$ cat config.mk
export PLATFORM = sky130hd
export DESIGN_NAME = psls_led_stretcher
export DESIGN_NICKNAME = d
export VERILOG_FILES = /design/src/shared/psls_pkg.sv /design/src/core/psls_led_stretcher.sv
export VERILOG_INCLUDE_DIRS = /design/src /design/src/shared
export SDC_FILE = /design/constraint.sdc
export NUM_CORES = 1
export LEC_CHECK = 0
export ABC_AREA = 1
export BUFFER_PORTS_ARGS = -buffer_cell sky130_fd_sc_hd__clkbuf_2
export CAP_MARGIN = 20
export CELL_PAD_IN_SITES_DETAIL_PLACEMENT = 1
export CELL_PAD_IN_SITES_GLOBAL_PLACEMENT = 1
export CORE_UTILIZATION = 41
export CTS_CLUSTER_DIAMETER = 80
export DETAILED_ROUTE_END_ITERATION = 16
export PLACE_DENSITY_LB_ADDON = 0.1
export SLEW_MARGIN = 5
export SYNTH_ARGS = -nofsm -noshare
export SYNTH_HDL_FRONTEND = slang
export SYNTH_SLANG_ARGS = --single-unit
$ cat constraint.sdc
create_clock -name clock -period 1.3 [get_ports clock]
set_input_delay 0.065 -clock clock [delete_from_list [all_inputs] [get_ports clock]]
set_output_delay 0.065 -clock clock [all_outputs]
set_load 0.02 [all_outputs]
$ cat src/shared/psls_defines.svh
// Constants for the port status indicator stretcher.
// Assumes a 10 MHz system clock; included by its bare name.
`ifndef PSLS_DEFINES_SVH
`define PSLS_DEFINES_SVH

// ----------------------------------------
// Timing
// ----------------------------------------
`define PSLS_STRETCH_MS      80
`define PSLS_CLK_HZ          10000000
`define PSLS_STRETCH_CYCLES  ((`PSLS_STRETCH_MS * `PSLS_CLK_HZ) / 1000)

// ----------------------------------------
// Function select codes
// ----------------------------------------
`define PSLS_FUN_00          2'h0
`define PSLS_FUN_01          2'h1
`define PSLS_FUN_10          2'h2
`define PSLS_FUN_11          2'h3

// ----------------------------------------
// Port indices
// ----------------------------------------
`define PSLS_PORT_MII        0
`define PSLS_PORT_ONE        1
`define PSLS_PORT_TWO        2
`define PSLS_NUM_PORTS       3
`define PSLS_NUM_PINS        8

// ----------------------------------------
// Limits and pin masks
// ----------------------------------------
`define PSLS_MIN_STRETCH     2
`define PSLS_ALL_PINS        8'hFF
`define PSLS_USED_PINS_11    8'h3F

`endif

$ cat src/shared/psls_pkg.sv
// Types for the port status indicator stretcher.
// Assumes psls_defines.svh sits on the include path.
`include "psls_defines.svh"

package psls_pkg;

	// Status of one port as reported by the switch fabric and PHY
	typedef struct packed {
		logic link;     // Valid link
		logic fast;     // 1: 100 Mb/s, 0: 10 Mb/s
		logic fullDup;  // Full duplex
		logic txAct;    // Transmit activity event
		logic rxAct;    // Receive activity event
		logic coll;     // Collision event
		logic txEn;     // Transmit enable toward the PHY or MII
		logic rxDv;     // Receive data valid from the PHY or MII
	} psls_port_t;

	// Stretcher phase
	typedef enum logic [1:0] {
		PSLS_IDLE,
		PSLS_PULSE,
		PSLS_HOLD
	} psls_phase_t;

endpackage

$ cat src/core/psls_led_stretcher.sv
// Port status indicator driver: eight open-drain active-low lamp pins.
// Assumes port status inputs are synchronous to clock and that the
// function select and pin enables come from a configuration register
// held elsewhere in the chip.
`timescale 1ns/10ps
`default_nettype none
`include "psls_defines.svh"

// Operation
// - MII transmit activity gives 80 ms low pulse
// - Then at least 80 ms high recovery
// - MII receive activity pulse and recovery likewise
// - Link/activity low while linked, high otherwise
// - Link/activity pulses high 80 ms, recovers low
// - Duplex output low full duplex, high unlinked
// - Half duplex collision pulses low, then recovers
// - Speed low at 100, high 10 or unlinked
// - Fast link low only linked at 100
// - Slow link low only linked at 10
// - Activity pulses low, high when unlinked
// - Link output low while port linked
// - MII transmit enable shown unstretched
// - MII receive valid shown unstretched
// - PHY transmit enable shown unstretched
// - PHY receive valid shown unstretched
// - Outputs open-drain and active low
// - Pin drives only when its enable set
// - Two-bit select maps pins to functions
module psls_led_stretcher
	import psls_pkg::*;
#(
	parameter int STRETCH_CYCLES = `PSLS_STRETCH_CYCLES
)
(
	input  wire logic                        clock,                     // System clock
	input  wire logic                        rst_n,                     // Chip reset, async low
	input  wire psls_port_t                  portStatus [`PSLS_NUM_PORTS], // Per-port status
	input  wire logic [1:0]                  indicator_function_select, // Function select
	input  wire logic [`PSLS_NUM_PINS-1:0]   indicator_pin_enable,      // Per-pin enable
	output logic [`PSLS_NUM_PINS-1:0]        indicatorPinOut,           // Pin output level
	output logic [`PSLS_NUM_PINS-1:0]        indicatorPinOe             // High while pulling low
);

	// ----------------------------------------
	// Elaboration checks
	// ----------------------------------------
	// A one-cycle stretch would make done true on the entry cycle and the
	// pulse and recovery phases would collapse into single cycles.
	generate
		if (STRETCH_CYCLES < `PSLS_MIN_STRETCH)
		begin : g_bad_stretch
			$error("STRETCH_CYCLES must be at least 2");
		end
	endgenerate

	localparam int CW = $clog2(STRETCH_CYCLES + 1);
	localparam logic [CW-1:0] LAST = CW'(STRETCH_CYCLES - 1);

	// ----------------------------------------
	// Stretcher sources
	// ----------------------------------------
	// 0: MII tx, 1: MII rx, 2: port1 act, 3: port2 act, 4: port1 coll, 5: port2 coll
	localparam int NS = 6;
	wire logic [NS-1:0] evt;
	assign evt[0] = portStatus[`PSLS_PORT_MII].txAct;
	assign evt[1] = portStatus[`PSLS_PORT_MII].rxAct;
	assign evt[2] = portStatus[`PSLS_PORT_ONE].txAct | portStatus[`PSLS_PORT_ONE].rxAct;
	assign evt[3] = portStatus[`PSLS_PORT_TWO].txAct | portStatus[`PSLS_PORT_TWO].rxAct;
	assign evt[4] = portStatus[`PSLS_PORT_ONE].coll & ~portStatus[`PSLS_PORT_ONE].fullDup;
	assign evt[5] = portStatus[`PSLS_PORT_TWO].coll & ~portStatus[`PSLS_PORT_TWO].fullDup;

	wire logic [NS-1:0] pulseOn;

	genvar s;
	generate
		for (s = 0; s < NS; s++)
		begin : g_str
			psls_phase_t     phase_q;
			psls_phase_t     phase_d;
			logic [CW-1:0]   cnt_q;
			logic [CW-1:0]   cnt_d;
			wire logic       done;

			assign done = (cnt_q == LAST);

			always_comb
			begin
				phase_d = phase_q;
				cnt_d   = cnt_q + CW'(1);
				case (phase_q)
					PSLS_IDLE:
					begin
						cnt_d = '0;
						if (evt[s])
							phase_d = PSLS_PULSE;
					end
					PSLS_PULSE:
					begin
						if (done)
						begin
							phase_d = PSLS_HOLD;
							cnt_d   = '0;
						end
					end
					PSLS_HOLD:
					begin
						if (done)
						begin
							phase_d = PSLS_IDLE;
							cnt_d   = '0;
						end
					end
					default:
					begin
						phase_d = PSLS_IDLE;
						cnt_d   = '0;
					end
				endcase
			end

			always_ff @(posedge clock or negedge rst_n)
			begin
				if (!rst_n)
				begin
					phase_q <= PSLS_IDLE;
					cnt_q   <= '0;
				end
				else
				begin
					phase_q <= phase_d;
					cnt_q   <= cnt_d;
				end
			end

			assign pulseOn[s] = (phase_q == PSLS_PULSE);
		end
	endgenerate

	// ----------------------------------------
	// Indication functions (1 = lamp on)
	// ----------------------------------------
	wire psls_port_t p0 = portStatus[`PSLS_PORT_MII];
	wire psls_port_t p1 = portStatus[`PSLS_PORT_ONE];
	wire psls_port_t p2 = portStatus[`PSLS_PORT_TWO];

	wire logic txP0   = pulseOn[0];
	wire logic rxP0   = pulseOn[1];
	wire logic lnkAct1 = p1.link & ~pulseOn[2];
	wire logic lnkAct2 = p2.link & ~pulseOn[3];
	wire logic fast1  = p1.link & p1.fast & ~pulseOn[2];
	wire logic fast2  = p2.link & p2.fast & ~pulseOn[3];
	wire logic slow1  = p1.link & ~p1.fast & ~pulseOn[2];
	wire logic slow2  = p2.link & ~p2.fast & ~pulseOn[3];
	wire logic dup1   = p1.link & (p1.fullDup | pulseOn[4]);
	wire logic dup2   = p2.link & (p2.fullDup | pulseOn[5]);
	wire logic spd1   = p1.link & p1.fast;
	wire logic spd2   = p2.link & p2.fast;
	wire logic act1   = p1.link & pulseOn[2];
	wire logic act2   = p2.link & pulseOn[3];
	wire logic lnk1   = p1.link;
	wire logic lnk2   = p2.link;

	// ----------------------------------------
	// Pin mapping
	// ----------------------------------------
	// Each code gets a full eight-pin vector of its own, so a change to one
	// code's mapping cannot disturb another code's pins.
	wire logic [1:0] fs = indicator_function_select;
	wire logic f00 = (fs == `PSLS_FUN_00);
	wire logic f01 = (fs == `PSLS_FUN_01);
	wire logic f10 = (fs == `PSLS_FUN_10);
	wire logic f11 = (fs == `PSLS_FUN_11);

	// Code 00b: stretched MII traffic, link/activity, duplex, speed
	wire logic [`PSLS_NUM_PINS-1:0] map00;
	assign map00[7] = rxP0;
	assign map00[6] = lnkAct2;
	assign map00[5] = dup2;
	assign map00[4] = spd2;
	assign map00[3] = txP0;
	assign map00[2] = lnkAct1;
	assign map00[1] = dup1;
	assign map00[0] = spd1;

	// Code 01b: as 00b, with speed-qualified link/activity
	wire logic [`PSLS_NUM_PINS-1:0] map01;
	assign map01[7] = rxP0;
	assign map01[6] = fast2;
	assign map01[5] = dup2;
	assign map01[4] = slow2;
	assign map01[3] = txP0;
	assign map01[2] = fast1;
	assign map01[1] = dup1;
	assign map01[0] = slow1;

	// Code 10b: per-port activity and plain link
	wire logic [`PSLS_NUM_PINS-1:0] map10;
	assign map10[7] = act2;
	assign map10[6] = lnk2;
	assign map10[5] = dup2;
	assign map10[4] = spd2;
	assign map10[3] = act1;
	assign map10[2] = lnk1;
	assign map10[1] = dup1;
	assign map10[0] = spd1;

	// Code 11b: raw MII and PHY strobes, pins 7 and 6 unused
	wire logic [`PSLS_NUM_PINS-1:0] map11;
	assign map11[7] = 1'b0;
	assign map11[6] = 1'b0;
	assign map11[5] = p2.txEn;
	assign map11[4] = p2.rxDv;
	assign map11[3] = p0.txEn;
	assign map11[2] = p0.rxDv;
	assign map11[1] = p1.txEn;
	assign map11[0] = p1.rxDv;

	logic [`PSLS_NUM_PINS-1:0] lampOn;
	logic [`PSLS_NUM_PINS-1:0] assigned;

	assign lampOn = f00 ? map00 : f01 ? map01 : f10 ? map10 : map11;

	// Only pins 7 and 6 lack a function under code 11b; they are released
	// rather than driven off, so the pull-up alone sets their level.
	assign assigned = f11 ? `PSLS_USED_PINS_11 : `PSLS_ALL_PINS;

	// ----------------------------------------
	// Open-drain drivers
	// ----------------------------------------
	// Drive only enabled, assigned pins
	wire logic [`PSLS_NUM_PINS-1:0] active = indicator_pin_enable & assigned;

	// Pull low for lamp on
	// The data bit stays low for good: only the enable moves, so the pin is
	// never driven high and a wired lamp cannot fight another driver.
	always_ff @(posedge clock or negedge rst_n)
	begin
		if (!rst_n)
		begin
			indicatorPinOut <= '0;
			indicatorPinOe  <= '0;
		end
		else
		begin
			indicatorPinOut <= '0;
			indicatorPinOe  <= active & lampOn;
		end
	end

endmodule
`default_nettype wire

==> summary.md <==
| Metric | Value |
|---|---|
| Layout cells sized above 1 | 0.494 |
| Critical path origin | g_str[1].cnt_q[11]$_DFF_PN0_ |
| Hold Path Class | in -> reg |
| CORE AREA | 19500 µm² |
| Post-Synth XOR/XNOR Area | 0.0529 |
| Pwr Total | 19.4 mW |
| Fin nets | 1496 |
| Critical Path Sink | g_str[1].phase_q[0]$_DFFE_PN0P_ |
| Clk root buf | clkbuf_16 |
| Mapped Area | 8120 µm² |
| Slew Limit Fails | 0 |
| Initial DRC count | 564 |
| P&R area growth vs syn | 65.1% |
| Levels on crit path | 8 |
| Worst clock skew | 0.0264 ns |
| Crit path cell chain | nor2_1 > nand2_1 > nor2_2 > nand3_4 > nand2_4 > nand2_2 > nand2_1 > nand2_1 |
| Final ANT Viol Nets | 0 |
| Maximum VDD drop | 0.00124 V |
| Placed Area | 10100 µm² |
| Final instance area | 13400 µm² |
| I/O Pins | 52 |
| Clock Sinks | 140 |
| Die Ht | 143 µm |
| TritonRoute pass-1 iters | 5 |
| Slew margin rel. | 0.553 |
| Startpoint Class | flip-flop |
| Ys Warns | 0 |
| Maximum clock rate | 621 MHz |
| Initial Util | 0.417 |
| WP buf/inv | 0 |
| R2R Setup Slk | -0.31 ns |
| Port buffer count | 39 |
| Die width | 143 µm |
| Period minus WS final | 1.61 ns |
| Worst r2r src | g_str[1].cnt_q[11]$_DFF_PN0_ |
| Setup violators final | 125 |
| Longest Clk Path Bufs | 2 |
| Number of hold violations in the final report | 1 |
| Clk_lat worst skew | 0.47 ns |
| Critical Path Fanout Max | 6 |
| Commonest non-fill, non-tap cell in the layout | buf_4 |
| CTS tree | yes |
| Multiplexer area fraction after synthesis | 0 |
| Distinct cells, synth | 36 |
| Post-Synth Simple-Gate Area | 0.369 |
| Critical Path RT | 1.64 ns |
| WL final | 42000 µm |
| Die Footprint | 20400 µm² |
| GRT Overall Usage | 0.291 |
| Main combinational cell family by area after synthesis | simple AND/OR/NAND/NOR gates |
| Final period utilization | 1.24 |
| Htree depth | 4 |
| Failing checks | negative hold slack, negative setup slack |
| Crit path max-delay family | simple AND/OR/NAND/NOR gates |
| DRC Markers | 0 |
| Slowest-stage cell, CP | dfrtp_1 |
| Crit path largest cell delay | 0.47 ns |
| Ys flop type | dfrtp_1 |
| Detailed placement HPWL | 18000 µm |
| Least-Margin Pin Slew | 0.664 ns |
| Post-synthesis cell count | 1100 |
| Post-synth EDFFs | 0 |
| Fill cells | 2215 |
| Largest net degree at the start of global routing | 41 |
| CP Capture Type | flip-flop |
| Dpl cells | 1568 |
| CTS Buf Count | 17 |
| CP Class | reg -> reg |
| Vias in the first global route | 9204 |
| Rows | 51 |
| Outcome | finished, violations left |
| GPL Wtd Cong | 0.799 |
| Worst reg-to-reg path cell count | 8 |
| Area fraction in compound gates after synthesis | 0.0373 |
| CP arrival | 1.95 ns |
| DR WL/cell | 24.4 µm |
| Lkg Pwr | 6.06 nW |
| Post-Synth Adder-Cell Area | 0.0370 |
| CP most frequent cell | nand2_1 |
| Capturing point of the worst reg2reg path | g_str[1].phase_q[0]$_DFFE_PN0P_ |
| Global-route wire length before repair | 45200 µm |
| Most frequent cells in the layout | buf_4, nand2_1, nor2_1, dfrtp_1, inv_1 |
| RSZ-0062 raised after global routing | true |
| Via density | 5.61 |
| Setup ws final | -0.310 ns |
| Non-filler cells in the finished layout | 1716 |
| Syn avg cell area | 7.38 µm² |
| CTS clk-pin slew, worst paths | 0.07 ns |
| Post-synthesis register bit count | 140 |
| Initial antenna violation count | 1 |
| Max_cap viols | 0 |
| Min Hold Slack | -0.00413 ns |
| Vias after detailed routing | 9633 |
| GR Overflow Total | 0 |
| Post-synth ARST share | 1.00 |
| PwrDens | 1450 nW/µm² |
| Seq/Total Area, Yosys | 0.432 |
## Yosys cell counts (2+ instances only)
master,instances,share of area
a211oi_1,6,0.0056
a21oi_1,21,0.013
a31oi_1,3,0.0023
and3_1,2,0.0015
buf_4,9,0.0083
clkinv_1,2,0.00093
dfrtp_1,140,0.43
ha_1,24,0.037
inv_1,129,0.060
inv_2,2,0.00093
nand2_1,260,0.12
nand2_2,11,0.0085
nand2_4,2,0.0028
nand3_1,59,0.036
nand3_2,12,0.015
nand4_1,22,0.017
nor2_1,261,0.12
nor2_2,14,0.011
nor2_4,7,0.0097
nor3_1,28,0.017
o2111a_1,2,0.0028
o21ai_0,17,0.010
o21ai_1,2,0.0012
or2_2,6,0.0046
xnor2_1,9,0.0097
xor2_1,40,0.043
## worst min path at each step
stage,slack [ns],cells past startpoint,from,end
finish,-0.004,3,portStatus[14],indicatorPinOe[0]$_DFF_PN0_
global route,-0.01,3,portStatus[14],indicatorPinOe[0]$_DFF_PN0_
CTS,0.006,4,indicator_pin_enable[3],indicatorPinOe[3]$_DFF_PN0_
detailed placement,0.02,1,rst_n,g_str[5].cnt_q[4]$_DFF_PN0_
floorplan,-0.23,0,rst_n,g_str[0].cnt_q[0]$_DFF_PN0_
global placement,0.02,1,rst_n,g_str[5].cnt_q[4]$_DFF_PN0_
## what timing repair did
action / 4_1_cts / 5_1_grt
setup endpoints to repair: 114 / 131
gates cloned: 1 / 0
resized for setup: 152 / 332
pin swaps: 42 / 110
hold buffers: 19 / 1
hold endpoints to repair: 151 / 1
buffers inserted: 36 / 64
## layout make-up
cell class,instances,area [µm²],share of cell area
Multi-Input combinational cell,823,5650,0.422
Sequential cell,140,3530,0.264
Timing Repair Buffer,320,2660,0.199
Inverter,134,529,0.0395
Clock buffer,17,425,0.0317
Tap cell,265,332,0.0247
Clock inverter,15,268,0.0200
Antenna cell,2,5.00,0.000373
## tightest hold or removal path: stages
cell,delay (ns)
clkbuf_2,0.12
o21ai_1,0.08
o2111a_1,0.14
## where the power goes
group	switching [mW]	internal, mW
clock network	2.31	3.79
logic	4.72	3.34
registers	0.500	4.75
## state kept, by name (all words and copies together), names as in the netlist
signal,count
indicatorPinOe,8
g_str.phase_q,12
g_str.cnt_q,120
## per-stage QoR
| step | TNS (ns) | hold slack (ns) | setup slack [ns] | utilization |
|---|---|---|---|---|
| floorplan | -0.0373 | -0.231 | -0.0153 | - |
| global placement | -1.66 | 0.0207 | -0.0913 | 0.517 |
| detailed placement | -5.13 | 0.0208 | -0.196 | 0.517 |
| CTS | -1.56 | 0.00589 | -0.0745 | 0.602 |
| global route | -22.17 | -0.00957 | -0.350 | 0.688 |
| finish | -16.07 | -0.00413 | -0.310 | 0.689 |
## kinds of logic after synthesis
logic type	after synthesis
compound gates	53
xor+xnor	49
fa+ha+maj	24
buf+inv	145
flops	140
other cells	1
simple gates	688
## routing by layer
layer	wire length [µm]	global-route usage	share of wire	vias up
met2	21800	0.549	0.52	468
met3	2130	0.0587	0.051	246
li1	-	-	-	4097
met1	14800	0.317	0.35	4822
met5	0	0	0	-
met4	3200	0.112	0.076	0
Note: power is estimated with default switching activity, not from simulation.
